==> config.mk <==
export PLATFORM = sky130hd
export DESIGN_NAME = rrm_ctrl
export DESIGN_NICKNAME = d
export VERILOG_FILES = /design/src/rrm_pkg.sv /design/src/rrm_ctrl.sv
export SDC_FILE = /design/constraint.sdc
export NUM_CORES = 1
export LEC_CHECK = 0
export BUFFER_PORTS_ARGS = -buffer_cell sky130_fd_sc_hd__clkbuf_2
export CAP_MARGIN = 0
export CORE_UTILIZATION = 46
export CTS_CLUSTER_SIZE = 24
export DETAILED_ROUTE_END_ITERATION = 12
export PLACE_DENSITY = 0.8
export SYNTH_ARGS = -nofsm -noshare
export SYNTH_HDL_FRONTEND = slang
export SYNTH_SLANG_ARGS = --single-unit
==> constraint.sdc <==
create_clock -name clock -period 2.5 [get_ports clock]
set_input_delay 0.75 -clock clock [delete_from_list [all_inputs] [get_ports clock]]
set_output_delay 0.75 -clock clock [all_outputs]
set_load 0.01 [all_outputs]
==> src/rrm_pkg.sv <==
/*
  Package for the receive-mode and antenna-driver control bank.
  Assumes an AXI4-Lite master with 32-bit data and a 125 MHz clock.
*/
package rrm_pkg;
  // ----------------------------------------
  // Register indices and address width
  // ----------------------------------------
  localparam logic [7:0] IDX_RX_MODE = 8'h13;
  localparam logic [7:0] IDX_DRV_CTRL = 8'h14;
  localparam logic [7:0] IDX_TX_MOD = 8'h15;
  localparam logic [7:0] IDX_RX_STATUS = 8'h16;
  localparam int ADDR_W = 10;
  // ----------------------------------------
  // Reset values and writable masks
  // ----------------------------------------
  localparam logic [7:0] RST_RX_MODE = 8'h00;
  localparam logic [7:0] RST_DRV_CTRL = 8'h80;
  localparam logic [7:0] RST_TX_MOD = 8'h00;
  localparam logic [7:0] MASK_RX_MODE = 8'hfc;
  localparam logic [7:0] MASK_DRV_CTRL = 8'hfb;
  localparam logic [7:0] MASK_TX_MOD = 8'h40;
  // ----------------------------------------
  // Field positions
  // ----------------------------------------
  localparam int RX_CRC_BIT = 7;
  localparam int RX_RATE_HI = 6;
  localparam int RX_RATE_LO = 4;
  localparam int RX_SHORT_BIT = 3;
  localparam int RX_MULTI_BIT = 2;
  localparam int DRV_B_INV_ON = 7;
  localparam int DRV_A_INV_ON = 6;
  localparam int DRV_B_INV_OFF = 5;
  localparam int DRV_A_INV_OFF = 4;
  localparam int DRV_B_CW = 3;
  localparam int DRV_B_EN = 1;
  localparam int DRV_A_EN = 0;
  localparam int ASK_FULL_BIT = 6;
  localparam int ERR_CRC_BIT = 1;
  localparam int MIN_FRAME_BITS = 4;
  // ----------------------------------------
  // Responses and enumerations
  // ----------------------------------------
  localparam logic [1:0] RESP_OKAY = 2'h0;
  localparam logic [1:0] RESP_SLVERR = 2'h2;
  localparam logic [3:0] CMD_RECEIVE = 4'h8;
  localparam logic [3:0] CMD_TRANSCEIVE = 4'hc;
  typedef enum logic [2:0] {
    RATE_106 = 3'b000,
    RATE_212 = 3'b001,
    RATE_424 = 3'b010,
    RATE_848 = 3'b011
  } rrm_rate_e;
  typedef enum logic [1:0] {
    RX_IDLE = 2'b00,
    RX_ACTIVE = 2'b01,
    RX_APPEND = 2'b10
  } rrm_rx_e;
  // End-of-stream report from the bit decoder
  typedef struct packed {
    logic valid;
    logic [5:0] nbits;
  } rrm_frame_s;
  // Byte pushed into the receive FIFO
  typedef struct packed {
    logic valid;
    logic [7:0] data;
  } rrm_fifo_s;
  // Driver pin control
  typedef struct packed {
    logic a_on;
    logic b_on;
    logic a_out;
    logic b_out;
  } rrm_drv_s;
endpackage

==> src/rrm_ctrl.sv <==
/*
  Receive-mode and antenna-driver control bank with AXI4-Lite slave.
  Assumes a synchronous decoder, encoder and command engine on the same clock.
*/
// Contract
// RQ1: Bit 7 of receive mode enables CRC checking of received frames.
// RQ2: Software clears CRC check enable only at 106 kBd.
// RQ3: Bits 6..4 pick 106/212/424/848 kBd; codes 100..111 reserved.
// RQ4: With bit 3 set, streams under 4 bits are dropped, receiver stays on.
// RQ5: With multi-frame clear, receiver stops after one frame.
// RQ6: With multi-frame set, successive frames are accepted above 106 kBd.
// RQ7: Multi-frame receive ends only on another command or bit clear.
// RQ8: Multi-frame appends a copy of the error flags after each stream.
// RQ9: Newer revision reports good CRC in error byte; older reports failure.
// RQ10: Bits 7,6 invert driver B,A output while that driver is enabled.
// RQ11: Bits 5,4 invert driver B,A output while that driver is disabled.
// RQ12: Bit 3 makes driver B send unmodulated carrier; clear means modulated.
// RQ13: Bit 1 makes driver B send carrier modulated by transmit data.
// RQ14: Bit 0 makes driver A send carrier modulated by transmit data.
// RQ15: Modulation bit 6 forces full-depth ASK whatever the conductance.
// RQ16: Reserved bits read zero and writes to them have no effect.
`timescale 1ns/1ns
module rrm_ctrl #(
  parameter bit NEW_REV = 1'b1
) (
  // Clock and reset
  input wire logic clock,
  input wire logic rstn,
  // AXI4-Lite write address and data
  input wire logic [rrm_pkg::ADDR_W-1:0] s_axi_awaddr,
  input wire logic s_axi_awvalid,
  output logic s_axi_awready,
  input wire logic [31:0] s_axi_wdata,
  input wire logic [3:0] s_axi_wstrb,
  input wire logic s_axi_wvalid,
  output logic s_axi_wready,
  // AXI4-Lite write response
  output logic [1:0] s_axi_bresp,
  output logic s_axi_bvalid,
  input wire logic s_axi_bready,
  // AXI4-Lite read
  input wire logic [rrm_pkg::ADDR_W-1:0] s_axi_araddr,
  input wire logic s_axi_arvalid,
  output logic s_axi_arready,
  output logic [31:0] s_axi_rdata,
  output logic [1:0] s_axi_rresp,
  output logic s_axi_rvalid,
  input wire logic s_axi_rready,
  // Command engine
  input wire logic cmd_write,
  input wire logic [3:0] cmd_code,
  input wire logic rx_start,
  output logic rx_active,
  output logic rx_done,
  // Decoder side
  input wire rrm_pkg::rrm_frame_s frame_end,
  input wire logic [7:0] error_flags_reg,
  input wire logic crc_good_flag,
  output logic rx_crc_check_en,
  output rrm_pkg::rrm_rate_e rx_bit_rate,
  output rrm_pkg::rrm_fifo_s fifo_push,
  // Transmitter side
  input wire logic tx_envelope,
  input wire logic carrier,
  output rrm_pkg::rrm_drv_s drv,
  output logic force_full_depth_ask
);
  import rrm_pkg::*;

  // ----------------------------------------
  // Reset synchroniser
  // ----------------------------------------
  logic rst_meta_r, rst_sync_r;
  always_ff @(posedge clock or negedge rstn) begin
    if (!rstn) begin
      rst_meta_r <= 1'b0;
      rst_sync_r <= 1'b0;
    end else begin
      rst_meta_r <= 1'b1;
      rst_sync_r <= rst_meta_r;
    end
  end
  wire rst_n = rst_sync_r;

  // ----------------------------------------
  // Register storage
  // ----------------------------------------
  logic [7:0] rx_mode_r, drv_ctrl_r, tx_mod_r;

  function automatic logic [7:0] word_index(input logic [ADDR_W-1:0] addr);
    word_index = addr[ADDR_W-1:2];
  endfunction

  function automatic logic mapped(input logic [ADDR_W-1:0] addr);
    logic [7:0] idx;
    idx = word_index(addr);
    mapped = (idx == IDX_RX_MODE) || (idx == IDX_DRV_CTRL) ||
             (idx == IDX_TX_MOD) || (idx == IDX_RX_STATUS);
  endfunction

  // ----------------------------------------
  // Write channel
  // ----------------------------------------
  logic aw_held_r, w_held_r;
  logic [ADDR_W-1:0] awaddr_r;
  logic [7:0] wbyte_r;
  logic wstb_r;
  wire aw_take = s_axi_awvalid && s_axi_awready;
  wire w_take = s_axi_wvalid && s_axi_wready;
  wire wr_fire = aw_held_r && w_held_r && !s_axi_bvalid;
  wire [7:0] wr_idx = word_index(awaddr_r);
  wire wr_ok = mapped(awaddr_r);

  // Ready flags are flops, kept as the inverse of the held flags
  // Each channel stalls once its beat is held, until the response is raised
  always_ff @(posedge clock or negedge rst_n) begin
    if (!rst_n) begin
      aw_held_r <= 1'b0;
      w_held_r <= 1'b0;
      s_axi_awready <= 1'b1;
      s_axi_wready <= 1'b1;
      awaddr_r <= '0;
      wbyte_r <= 8'h00;
      wstb_r <= 1'b0;
      s_axi_bvalid <= 1'b0;
      s_axi_bresp <= RESP_OKAY;
    end else begin
      if (aw_take) begin
        aw_held_r <= 1'b1;
        s_axi_awready <= 1'b0;
        awaddr_r <= s_axi_awaddr;
      end
      if (w_take) begin
        w_held_r <= 1'b1;
        s_axi_wready <= 1'b0;
        wbyte_r <= s_axi_wdata[7:0];
        wstb_r <= s_axi_wstrb[0];
      end
      if (wr_fire) begin
        aw_held_r <= 1'b0;
        w_held_r <= 1'b0;
        s_axi_awready <= 1'b1;
        s_axi_wready <= 1'b1;
        s_axi_bvalid <= 1'b1;
        s_axi_bresp <= wr_ok ? RESP_OKAY : RESP_SLVERR;
      end else if (s_axi_bvalid && s_axi_bready) begin
        s_axi_bvalid <= 1'b0;
      end
    end
  end

  wire wr_en = wr_fire && wstb_r;

  // RQ16 reserved bits masked
  always_ff @(posedge clock or negedge rst_n) begin
    if (!rst_n) begin
      rx_mode_r <= RST_RX_MODE;
      drv_ctrl_r <= RST_DRV_CTRL;
      tx_mod_r <= RST_TX_MOD;
    end else if (wr_en) begin
      if (wr_idx == IDX_RX_MODE) rx_mode_r <= wbyte_r & MASK_RX_MODE;
      if (wr_idx == IDX_DRV_CTRL) drv_ctrl_r <= wbyte_r & MASK_DRV_CTRL;
      if (wr_idx == IDX_TX_MOD) tx_mod_r <= wbyte_r & MASK_TX_MOD;
    end
  end

  // ----------------------------------------
  // Read channel
  // ----------------------------------------
  logic [7:0] status_byte;
  wire [7:0] rd_idx = word_index(s_axi_araddr);
  wire [7:0] rd_mux = (rd_idx == IDX_RX_MODE) ? rx_mode_r :
                      (rd_idx == IDX_DRV_CTRL) ? drv_ctrl_r :
                      (rd_idx == IDX_TX_MOD) ? tx_mod_r :
                      (rd_idx == IDX_RX_STATUS) ? status_byte : 8'h00;
  // One read in flight: address ready is the registered inverse of rvalid
  always_ff @(posedge clock or negedge rst_n) begin
    if (!rst_n) begin
      s_axi_rvalid <= 1'b0;
      s_axi_arready <= 1'b1;
      s_axi_rdata <= 32'h0000_0000;
      s_axi_rresp <= RESP_OKAY;
    end else if (s_axi_arvalid && s_axi_arready) begin
      s_axi_rvalid <= 1'b1;
      s_axi_arready <= 1'b0;
      s_axi_rdata <= {24'h00_0000, rd_mux};
      s_axi_rresp <= mapped(s_axi_araddr) ? RESP_OKAY : RESP_SLVERR;
    end else if (s_axi_rvalid && s_axi_rready) begin
      s_axi_rvalid <= 1'b0;
      s_axi_arready <= 1'b1;
    end
  end

  // ----------------------------------------
  // Receive-mode fields
  // ----------------------------------------
  wire multi_bit = rx_mode_r[RX_MULTI_BIT];
  wire short_ign = rx_mode_r[RX_SHORT_BIT];
  wire [2:0] rate_code = rx_mode_r[RX_RATE_HI:RX_RATE_LO];
  // RQ3 reserved codes flagged
  wire rate_bad = rate_code[2];
  // RQ2 CRC off only legal at 106
  wire crc_bad = !rx_mode_r[RX_CRC_BIT] && (rate_code != RATE_106);
  // RQ6 multi only above 106
  // Reserved codes run at 106, so multi is refused there as well
  wire multi_ok = multi_bit && !rate_bad && (rate_code != RATE_106);

  // RQ1 CRC check enable
  always_ff @(posedge clock or negedge rst_n) begin
    if (!rst_n) begin
      rx_crc_check_en <= 1'b0;
      rx_bit_rate <= RATE_106;
      force_full_depth_ask <= 1'b0;
    end else begin
      rx_crc_check_en <= rx_mode_r[RX_CRC_BIT];
      // RQ3 reserved code falls back
      rx_bit_rate <= rate_bad ? RATE_106 : rrm_rate_e'(rate_code);
      // RQ15 full depth ASK
      force_full_depth_ask <= tx_mod_r[ASK_FULL_BIT];
    end
  end

  // ----------------------------------------
  // Receive control
  // ----------------------------------------
  rrm_rx_e rx_state_r, rx_state_nxt;
  logic multi_seen_r;
  wire short_frame = frame_end.valid && (frame_end.nbits < 6'(MIN_FRAME_BITS));
  // RQ4 short streams dropped
  wire frame_taken = frame_end.valid && !(short_ign && short_frame);
  // RQ7 stop on other command
  wire cmd_stop = cmd_write && (cmd_code != CMD_RECEIVE);
  // RQ9 revision-dependent CRC bit
  wire [7:0] err_copy = NEW_REV ?
    {error_flags_reg[7:ERR_CRC_BIT+1], crc_good_flag, error_flags_reg[ERR_CRC_BIT-1:0]} :
    error_flags_reg;
  assign status_byte = {5'h00, crc_bad, rate_bad, rx_state_r != RX_IDLE};

  always_comb begin
    rx_state_nxt = rx_state_r;
    unique case (rx_state_r)
      RX_IDLE: begin
        if (rx_start) rx_state_nxt = RX_ACTIVE;
      end
      RX_ACTIVE: begin
        if (cmd_stop) rx_state_nxt = RX_IDLE;
        // RQ8 append error byte
        else if (frame_taken && multi_ok) rx_state_nxt = RX_APPEND;
        // RQ5 single frame stops
        else if (frame_taken) rx_state_nxt = RX_IDLE;
        // RQ7 clearing bit ends multi
        // Falling edge of the bit, against its copy one cycle back
        else if (multi_seen_r && !multi_bit) rx_state_nxt = RX_IDLE;
      end
      RX_APPEND: begin
        // RQ6 keep receiving
        rx_state_nxt = (cmd_stop || !multi_bit) ? RX_IDLE : RX_ACTIVE;
      end
      default: rx_state_nxt = RX_IDLE;
    endcase
  end

  always_ff @(posedge clock or negedge rst_n) begin
    if (!rst_n) begin
      rx_state_r <= RX_IDLE;
      rx_active <= 1'b0;
      rx_done <= 1'b0;
      fifo_push <= '0;
      multi_seen_r <= 1'b0;
    end else begin
      rx_state_r <= rx_state_nxt;
      rx_active <= rx_state_nxt != RX_IDLE;
      rx_done <= (rx_state_r != RX_IDLE) && (rx_state_nxt == RX_IDLE);
      multi_seen_r <= multi_bit;
      fifo_push.valid <= rx_state_nxt == RX_APPEND;
      fifo_push.data <= err_copy;
    end
  end

  // ----------------------------------------
  // Antenna drivers
  // ----------------------------------------
  wire a_en = drv_ctrl_r[DRV_A_EN];
  wire b_en = drv_ctrl_r[DRV_B_EN];
  // RQ14 A modulated carrier
  wire a_raw = a_en && carrier && tx_envelope;
  // RQ12 RQ13 B carrier, CW or modulated
  wire b_raw = b_en && carrier && (drv_ctrl_r[DRV_B_CW] || tx_envelope);
  // RQ10 RQ11 inversion by enable state
  wire a_inv = a_en ? drv_ctrl_r[DRV_A_INV_ON] : drv_ctrl_r[DRV_A_INV_OFF];
  wire b_inv = b_en ? drv_ctrl_r[DRV_B_INV_ON] : drv_ctrl_r[DRV_B_INV_OFF];

  // One cycle of latency keeps every pin registered
  always_ff @(posedge clock or negedge rst_n) begin
    if (!rst_n) begin
      drv <= '0;
    end else begin
      drv.a_on <= a_en;
      drv.b_on <= b_en;
      drv.a_out <= a_raw ^ a_inv;
      drv.b_out <= b_raw ^ b_inv;
    end
  end
endmodule

---- After elaboration in Yosys (flattened, before gate mapping) ----
Cells that the tools add are included.
storage, ports and cells
  register bits ........................... 76
  bits in latches ......................... 0
  memory bits (writable) .................. 0
  bits in read-only memories .............. 0
  input bits .............................. 87
  output and inout bits ................... 61
  logic and storage cells ................. 123
  memories kept ........................... 0
operators by class
  add/sub/neg operators ................... 0
  multiply operators ...................... 0
  div/mod/pow operators ................... 0
  magnitude comparators ................... 1
  equality and inequality tests ........... 12
  shift-type cells ........................ 0
  muxes and demuxes ....................... 30
  bitwise gates (word level) .............. 2
  reduce and logical (&&, ||, !) cells .... 47
operators with widths
  cell                  count
  $eq A8 B5 Y1 const B  8
  $logic_and A1 B1 Y1   22
  $mux W1               17
  $mux W2               8
  $mux W8               2
  $reduce_bool A2 Y1    6
  $logic_or A1 B1 Y1    8
  $mux W7               1
  $lt A6 B3 Y1 const B  1
  $pmux W2 S3           1
  $reduce_and A2 Y1     3
  $logic_not A1 Y1      5
  $eq A2 B2 Y1 const B  2
  $logic_not A2 Y1      2
  $ne A4 B4 Y1 const B  1
  $mux W3               1
  $reduce_bool A3 Y1    1
  $eq A2 B1 Y1 const B  1
  $xor A1 B1 Y1         2

---- Logic depth before layout (Yosys ltp) ----
  depth in word-level cells ............... 11
  mapped depth ............................ 4
  mapped depth without buffers ............ 4

---- Worst setup path before layout ----
OpenSTA, ideal clock, no wires.
  path kind ............................... input -> register
  start point ............................. input frame_end[4] in the netlist's numbering
  end point ............................... register rx_active
  library setup time ...................... 122 ps
  data arrival time ....................... 2250 ps
  data required time ...................... 2378 ps
  path slack .............................. 128 ps
  stages on the path ...................... 4
  path buffers ............................ 0
  cell sequence ........................... or4b_2 o21ai_0 o211ai_1 a32o_1
on the way
  cells in the longest elaborated chain, start to end .. 10
  elaborated cells between the ends (all ways) .. 11
  those cells by class .................... 1 x order compare; 4 x mux; 6 x reduce/logical
RTL lines
  item                                            RTL line                          source
  start: declaration                              rrm_ctrl.sv:56                    input wire rrm_pkg::rrm_frame_s frame_end,
  $lt A6 B3 Y1 *                                  rrm_ctrl.sv:228                   wire short_frame = frame_end.valid && (frame_end.nbits < 6'(MIN_FRAME_BITS));
  $logic_and A1 B1 Y1 *                           rrm_ctrl.sv:228
  $logic_and A1 B1 Y1 *                           rrm_ctrl.sv:230                   wire frame_taken = frame_end.valid && !(short_ign && short_frame);
  $logic_not A1 Y1 *                              rrm_ctrl.sv:230
  $logic_and A1 B1 Y1 *                           rrm_ctrl.sv:230
  $mux W2 or $logic_and A1 B1 Y1 (tied branches)  rrm_ctrl.sv:250, rrm_ctrl.sv:248
  $mux W2 *                                       rrm_ctrl.sv:248                   else if (frame_taken && multi_ok) rx_state_nxt = RX_APPEND;
  $mux W2 *                                       rrm_ctrl.sv:246                   if (cmd_stop) rx_state_nxt = RX_IDLE;
  $pmux W2 S3 *                                   rrm_ctrl.sv:241                   unique case (rx_state_r)
  $reduce_bool A2 Y1 *                            rrm_ctrl.sv:272                   rx_active <= rx_state_nxt != RX_IDLE;
  end signal: assignment                          rrm_ctrl.sv:266                   rx_active <= 1'b0;
  end signal: assignment                          rrm_ctrl.sv:272
  end: declaration                                rrm_ctrl.sv:53                    output logic rx_active,
Mark *: on every way between the ends. The rest lies on a longest branch, timed or not.
A chain may end at the register's enable or synchronous reset.

---- Worst setup path after layout ----
  start point ............................. register awaddr_r[7]
  end point ............................... register drv_ctrl_r[0]
on the way
  cells in the longest elaborated chain, start to end .. 2
RTL lines
  item                                RTL line         source
  start: declaration                  rrm_ctrl.sv:105  logic [ADDR_W-1:0] awaddr_r;
  start signal: assignment            rrm_ctrl.sv:131  awaddr_r <= s_axi_awaddr;
  $eq A8 B5 Y1                        rrm_ctrl.sv:162  if (wr_idx == IDX_DRV_CTRL) drv_ctrl_r <= wbyte_r & MASK_DRV_CTRL;
  $reduce_and A2 Y1 (no source line)  --
  end signal: assignment              rrm_ctrl.sv:162
  end: declaration                    rrm_ctrl.sv:88   logic [7:0] rx_mode_r, drv_ctrl_r, tx_mod_r;
No other way between the ends.

==> flow_metrics.py <==
metrics = {
    "route": {
        "highest_layer": "met4",
        "drc": 0,
        "vias": 2038,
        "via_per_inst": 4.90,
        "route.layer.met1.wl_mm": 2.20,
        "postRouteAntennaNets": 0,
        "dr.pass1.iters": 4,
        "wl_met3_um": 507,
        "drt_iter0_drc": 58,
        "routed_wirelength_mm": 5.50,
        "wl_met2_mm": 2.76,
        "wl_per_cell_um": 13.2,
    },
    "timing": {
        "period_minus_slack_ns": 2.31,
        "rsz0062_at_grt": "false",
        "clock_skew_ns": 0.00853,
        "tns_ns": 0,
        "max_slew_margin_pct": 53.8,
        "tightest_slew_ns": 0.684,
        "max_freq_mhz": 433,
        "slew_viol_final": 0,
        "setup_viol": 0,
        "period_share_pct": 92.3,
        "hold_viol_final": 0,
        "fin_ws_ns": 0.193,
    },
    "yosys": {
        "synth-edff-count": 0,
        "syn_inst": 233,
        "mappedNetlistArea_um2": 2990,
        "ys.flop_type": "dfrtp_1",
        "async_reset_ff_share_pct": 100,
        "syn_avg_cell_area_um2": 12.8,
        "yosysSeqAreaShare_pct": 60.4,
        "synth_area_leaders": "dfrtp_1, mux2_2, buf_4, dfstp_2, o21ai_0",
        "yosys_register_bits": 72,
        "post-synth-top-count-cell": "dfrtp_1",
        "synth_largest_area_cell": "dfrtp_1",
        "synth_common_cells": "dfrtp_1, mux2_2, buf_4, nand2_1, o21ai_0",
        "ys_types": 37,
        "ys.warnings.count": 0,
        "yosys.area.top_type_share_pct": 56.9,
    },
    "critical_path": {
        "startpoint_type": "flip-flop",
        "worst-path-buf-inv": 1,
        "crit_arrival_ns": 2.53,
        "path_cells": "or4b_1 -> or4_4 -> nor4b_4 -> buf_4 -> mux2_2",
        "worst_ep_required_time_ns": 2.72,
        "critPathSlowestCell": "or4b_1",
        "slowest_delay_ns": 0.54,
        "cp_max_fo": 7,
        "path_delay_family": "simple AND/OR/NAND/NOR gates",
        "end_kind": "flip-flop",
        "critPathKind": "flip-flop to flip-flop",
    },
    "cells_and_area": {
        "final_layout_size_suffix_gt1_share_pct": 43.1,
        "area.growth.synth_to_final_pct": 22.5,
        "fin_nets": 421,
        "antenna_cells": 0,
    },
    "floorplanning": {
        "io_pins": 148,
        "core_um2": 6310,
        "start_util_pct": 47.4,
        "die_y_um": 82.6,
        "die_w_um": 82.6,
        "rows": 29,
        "dieArea_um2": 6830,
    },
    "pwr": {
        "p_int_mw": 2.29,
        "power_frac_comb_pct": 18.0,
        "peakVddDrop_mv": 0.602,
        "pwr_density_cell_nw_per_um2": 859,
        "clkPwrFrac_pct": 30.4,
        "p_switching_mw": 0.854,
        "leakage_nw": 1.86,
        "seqPwrFrac_pct": 51.6,
        "p_sw_share_pct": 27.1,
    },
    "cts": {
        "ctsResizeCount": 0,
        "clk_latency_ns": 0.34,
        "cts_max_level": 3,
        "cts_hold_buf": 0,
        "cts_sinks": 72,
        "cts_setup_buffers": 0,
        "clkTransAtPathRegs_ns": 0.07,
        "cts-root-buf": "clkbuf_8",
        "cts_buffers": 9,
        "cts_tree": "yes",
        "clockBufferDepth": 2,
    },
    "outcome": {
        "status": "complete, no violations",
    },
    "global_route": {
        "track_usage_pct": 18.4,
        "grt_pass1_wl_mm": 9.07,
        "grt_pass1_vias": 2023,
        "antenna_found_initial": 0,
        "grt_max_degree": 32,
        "grt-ovfl-total": 0,
    },
    "placed_design": {
        "portBuffers": 86,
        "place_ws_ns": 0.201,
        "gp_congestion": 0.777,
        "hpwlAfterDp_mm": 4.24,
    },
    "min_path": {
        "min_path_type": "input port to async pin",
    },
    "run": {
        "drv_cap": 0,
    },
}
==> final timing paths <==
path | slack [ns] | startpoint | cells past startpoint | endpoint
min in group clock | 0.36 | rst_meta_r | 0 | rst_n
worst max register to register | 0.19 | awaddr_r[7] | 5 | drv_ctrl_r[0]
worst max-delay path | 0.19 | awaddr_r[7] | 5 | drv_ctrl_r[0]
worst min-delay path | 0.19 | rstn | 1 | rst_meta_r
worst min register to register | 0.29 | rst_n | 0 | wbyte_r[4]
max in group asynchronous | 1.43 | rst_n | 1 | s_axi_awready
==> per-layer routing <==
layer / vias to the layer above / global-route usage (%)
met3: 4 / 9.67
met4: 0 / 3.62
met1: 978 / 20.0
met5: - / 0
met2: 89 / 32.0
li1: 967 / -
==> power by group through the flow <==
| stage | Combinational [mW] | Clock [mW] | Sequential, mW |
|---|---|---|---|
| after floorplan | 0.383 | 0 | 1.63 |
| after global placement | 0.548 | 0 | 1.62 |
| after detailed placement | 0.573 | 0 | 1.64 |
| after CTS | 0.576 | 0.994 | 1.63 |
| after global routing | 0.640 | 1.05 | 1.66 |
| final | 0.567 | 0.957 | 1.62 |
==> flip-flops by register name (all words and copies together) (netlist names), 2 cells and up <==
| name | cells |
|---|---|
| wbyte_r | 8 |
| fifo_push | 9 |
| s_axi_rdata | 8 |
| rx_mode_r | 6 |
| rx_bit_rate | 2 |
| drv_ctrl_r | 7 |
| awaddr_r | 8 |
| drv | 4 |
| rx_state_r | 2 |
==> kinds of logic after synthesis <==
logic type                share of synthesized area, %
buffers and inverters                             7.90
AOI/OAI and AO/OA                                 7.28
muxes                                             12.7
DFF                                               60.4
and+or+nand+nor                                   10.3
other                                            0.251
xor gates and xnor gates                          1.17
==> cell usage in the layout (no fill, tap or decap), types with 4 or more instances in the layout <==
master | Yosys | final
clkbuf_2 | 0 | 86
dfrtp_1 | 68 | 67
mux2_2 | 31 | 31
conb_1 | 2 | 28
o21ai_0 | 13 | 13
nand2_1 | 13 | 13
nor2_1 | 10 | 10
inv_1 | 9 | 9
clkbuf_8 | 0 | 9
nor2b_1 | 6 | 6
and2_1 | 5 | 5
buf_4 | 27 | 5
nor3_1 | 4 | 4
a21oi_1 | 4 | 4
a221o_1 | 4 | 4
dfstp_2 | 4 | 4
==> per-stage QoR <==
stage / hold WS (ns) / cell area, µm² / instances / utilization [%] / power (mW)
CTS: 0.170 / 3660 / 416 / 58.0 / 3.20
global placement: 0.307 / 3450 / 400 / 54.7 / 2.17
detailed placement: 0.313 / 3450 / 400 / 54.7 / 2.22
floorplan: 0.331 / 3090 / 259 / - / 2.02
finish: 0.187 / 3660 / 416 / 58.0 / 3.15
global route: 0.161 / 3660 / 416 / 58.0 / 3.35
==> layout make-up <==
| type | instances | area [µm²] |
|---|---|---|
| inverters | 9 | 33.8 |
| multi-input cells | 151 | 1050 |
| fillers | 534 | 2650 |
| clock inverters | 6 | 85.1 |
| well taps | 77 | 96.3 |
| clock buffers | 10 | 128 |
| flip-flops and latches | 72 | 1810 |
| repair buffers | 91 | 468 |
No activity file was read; power rests on OpenSTA's default activity.
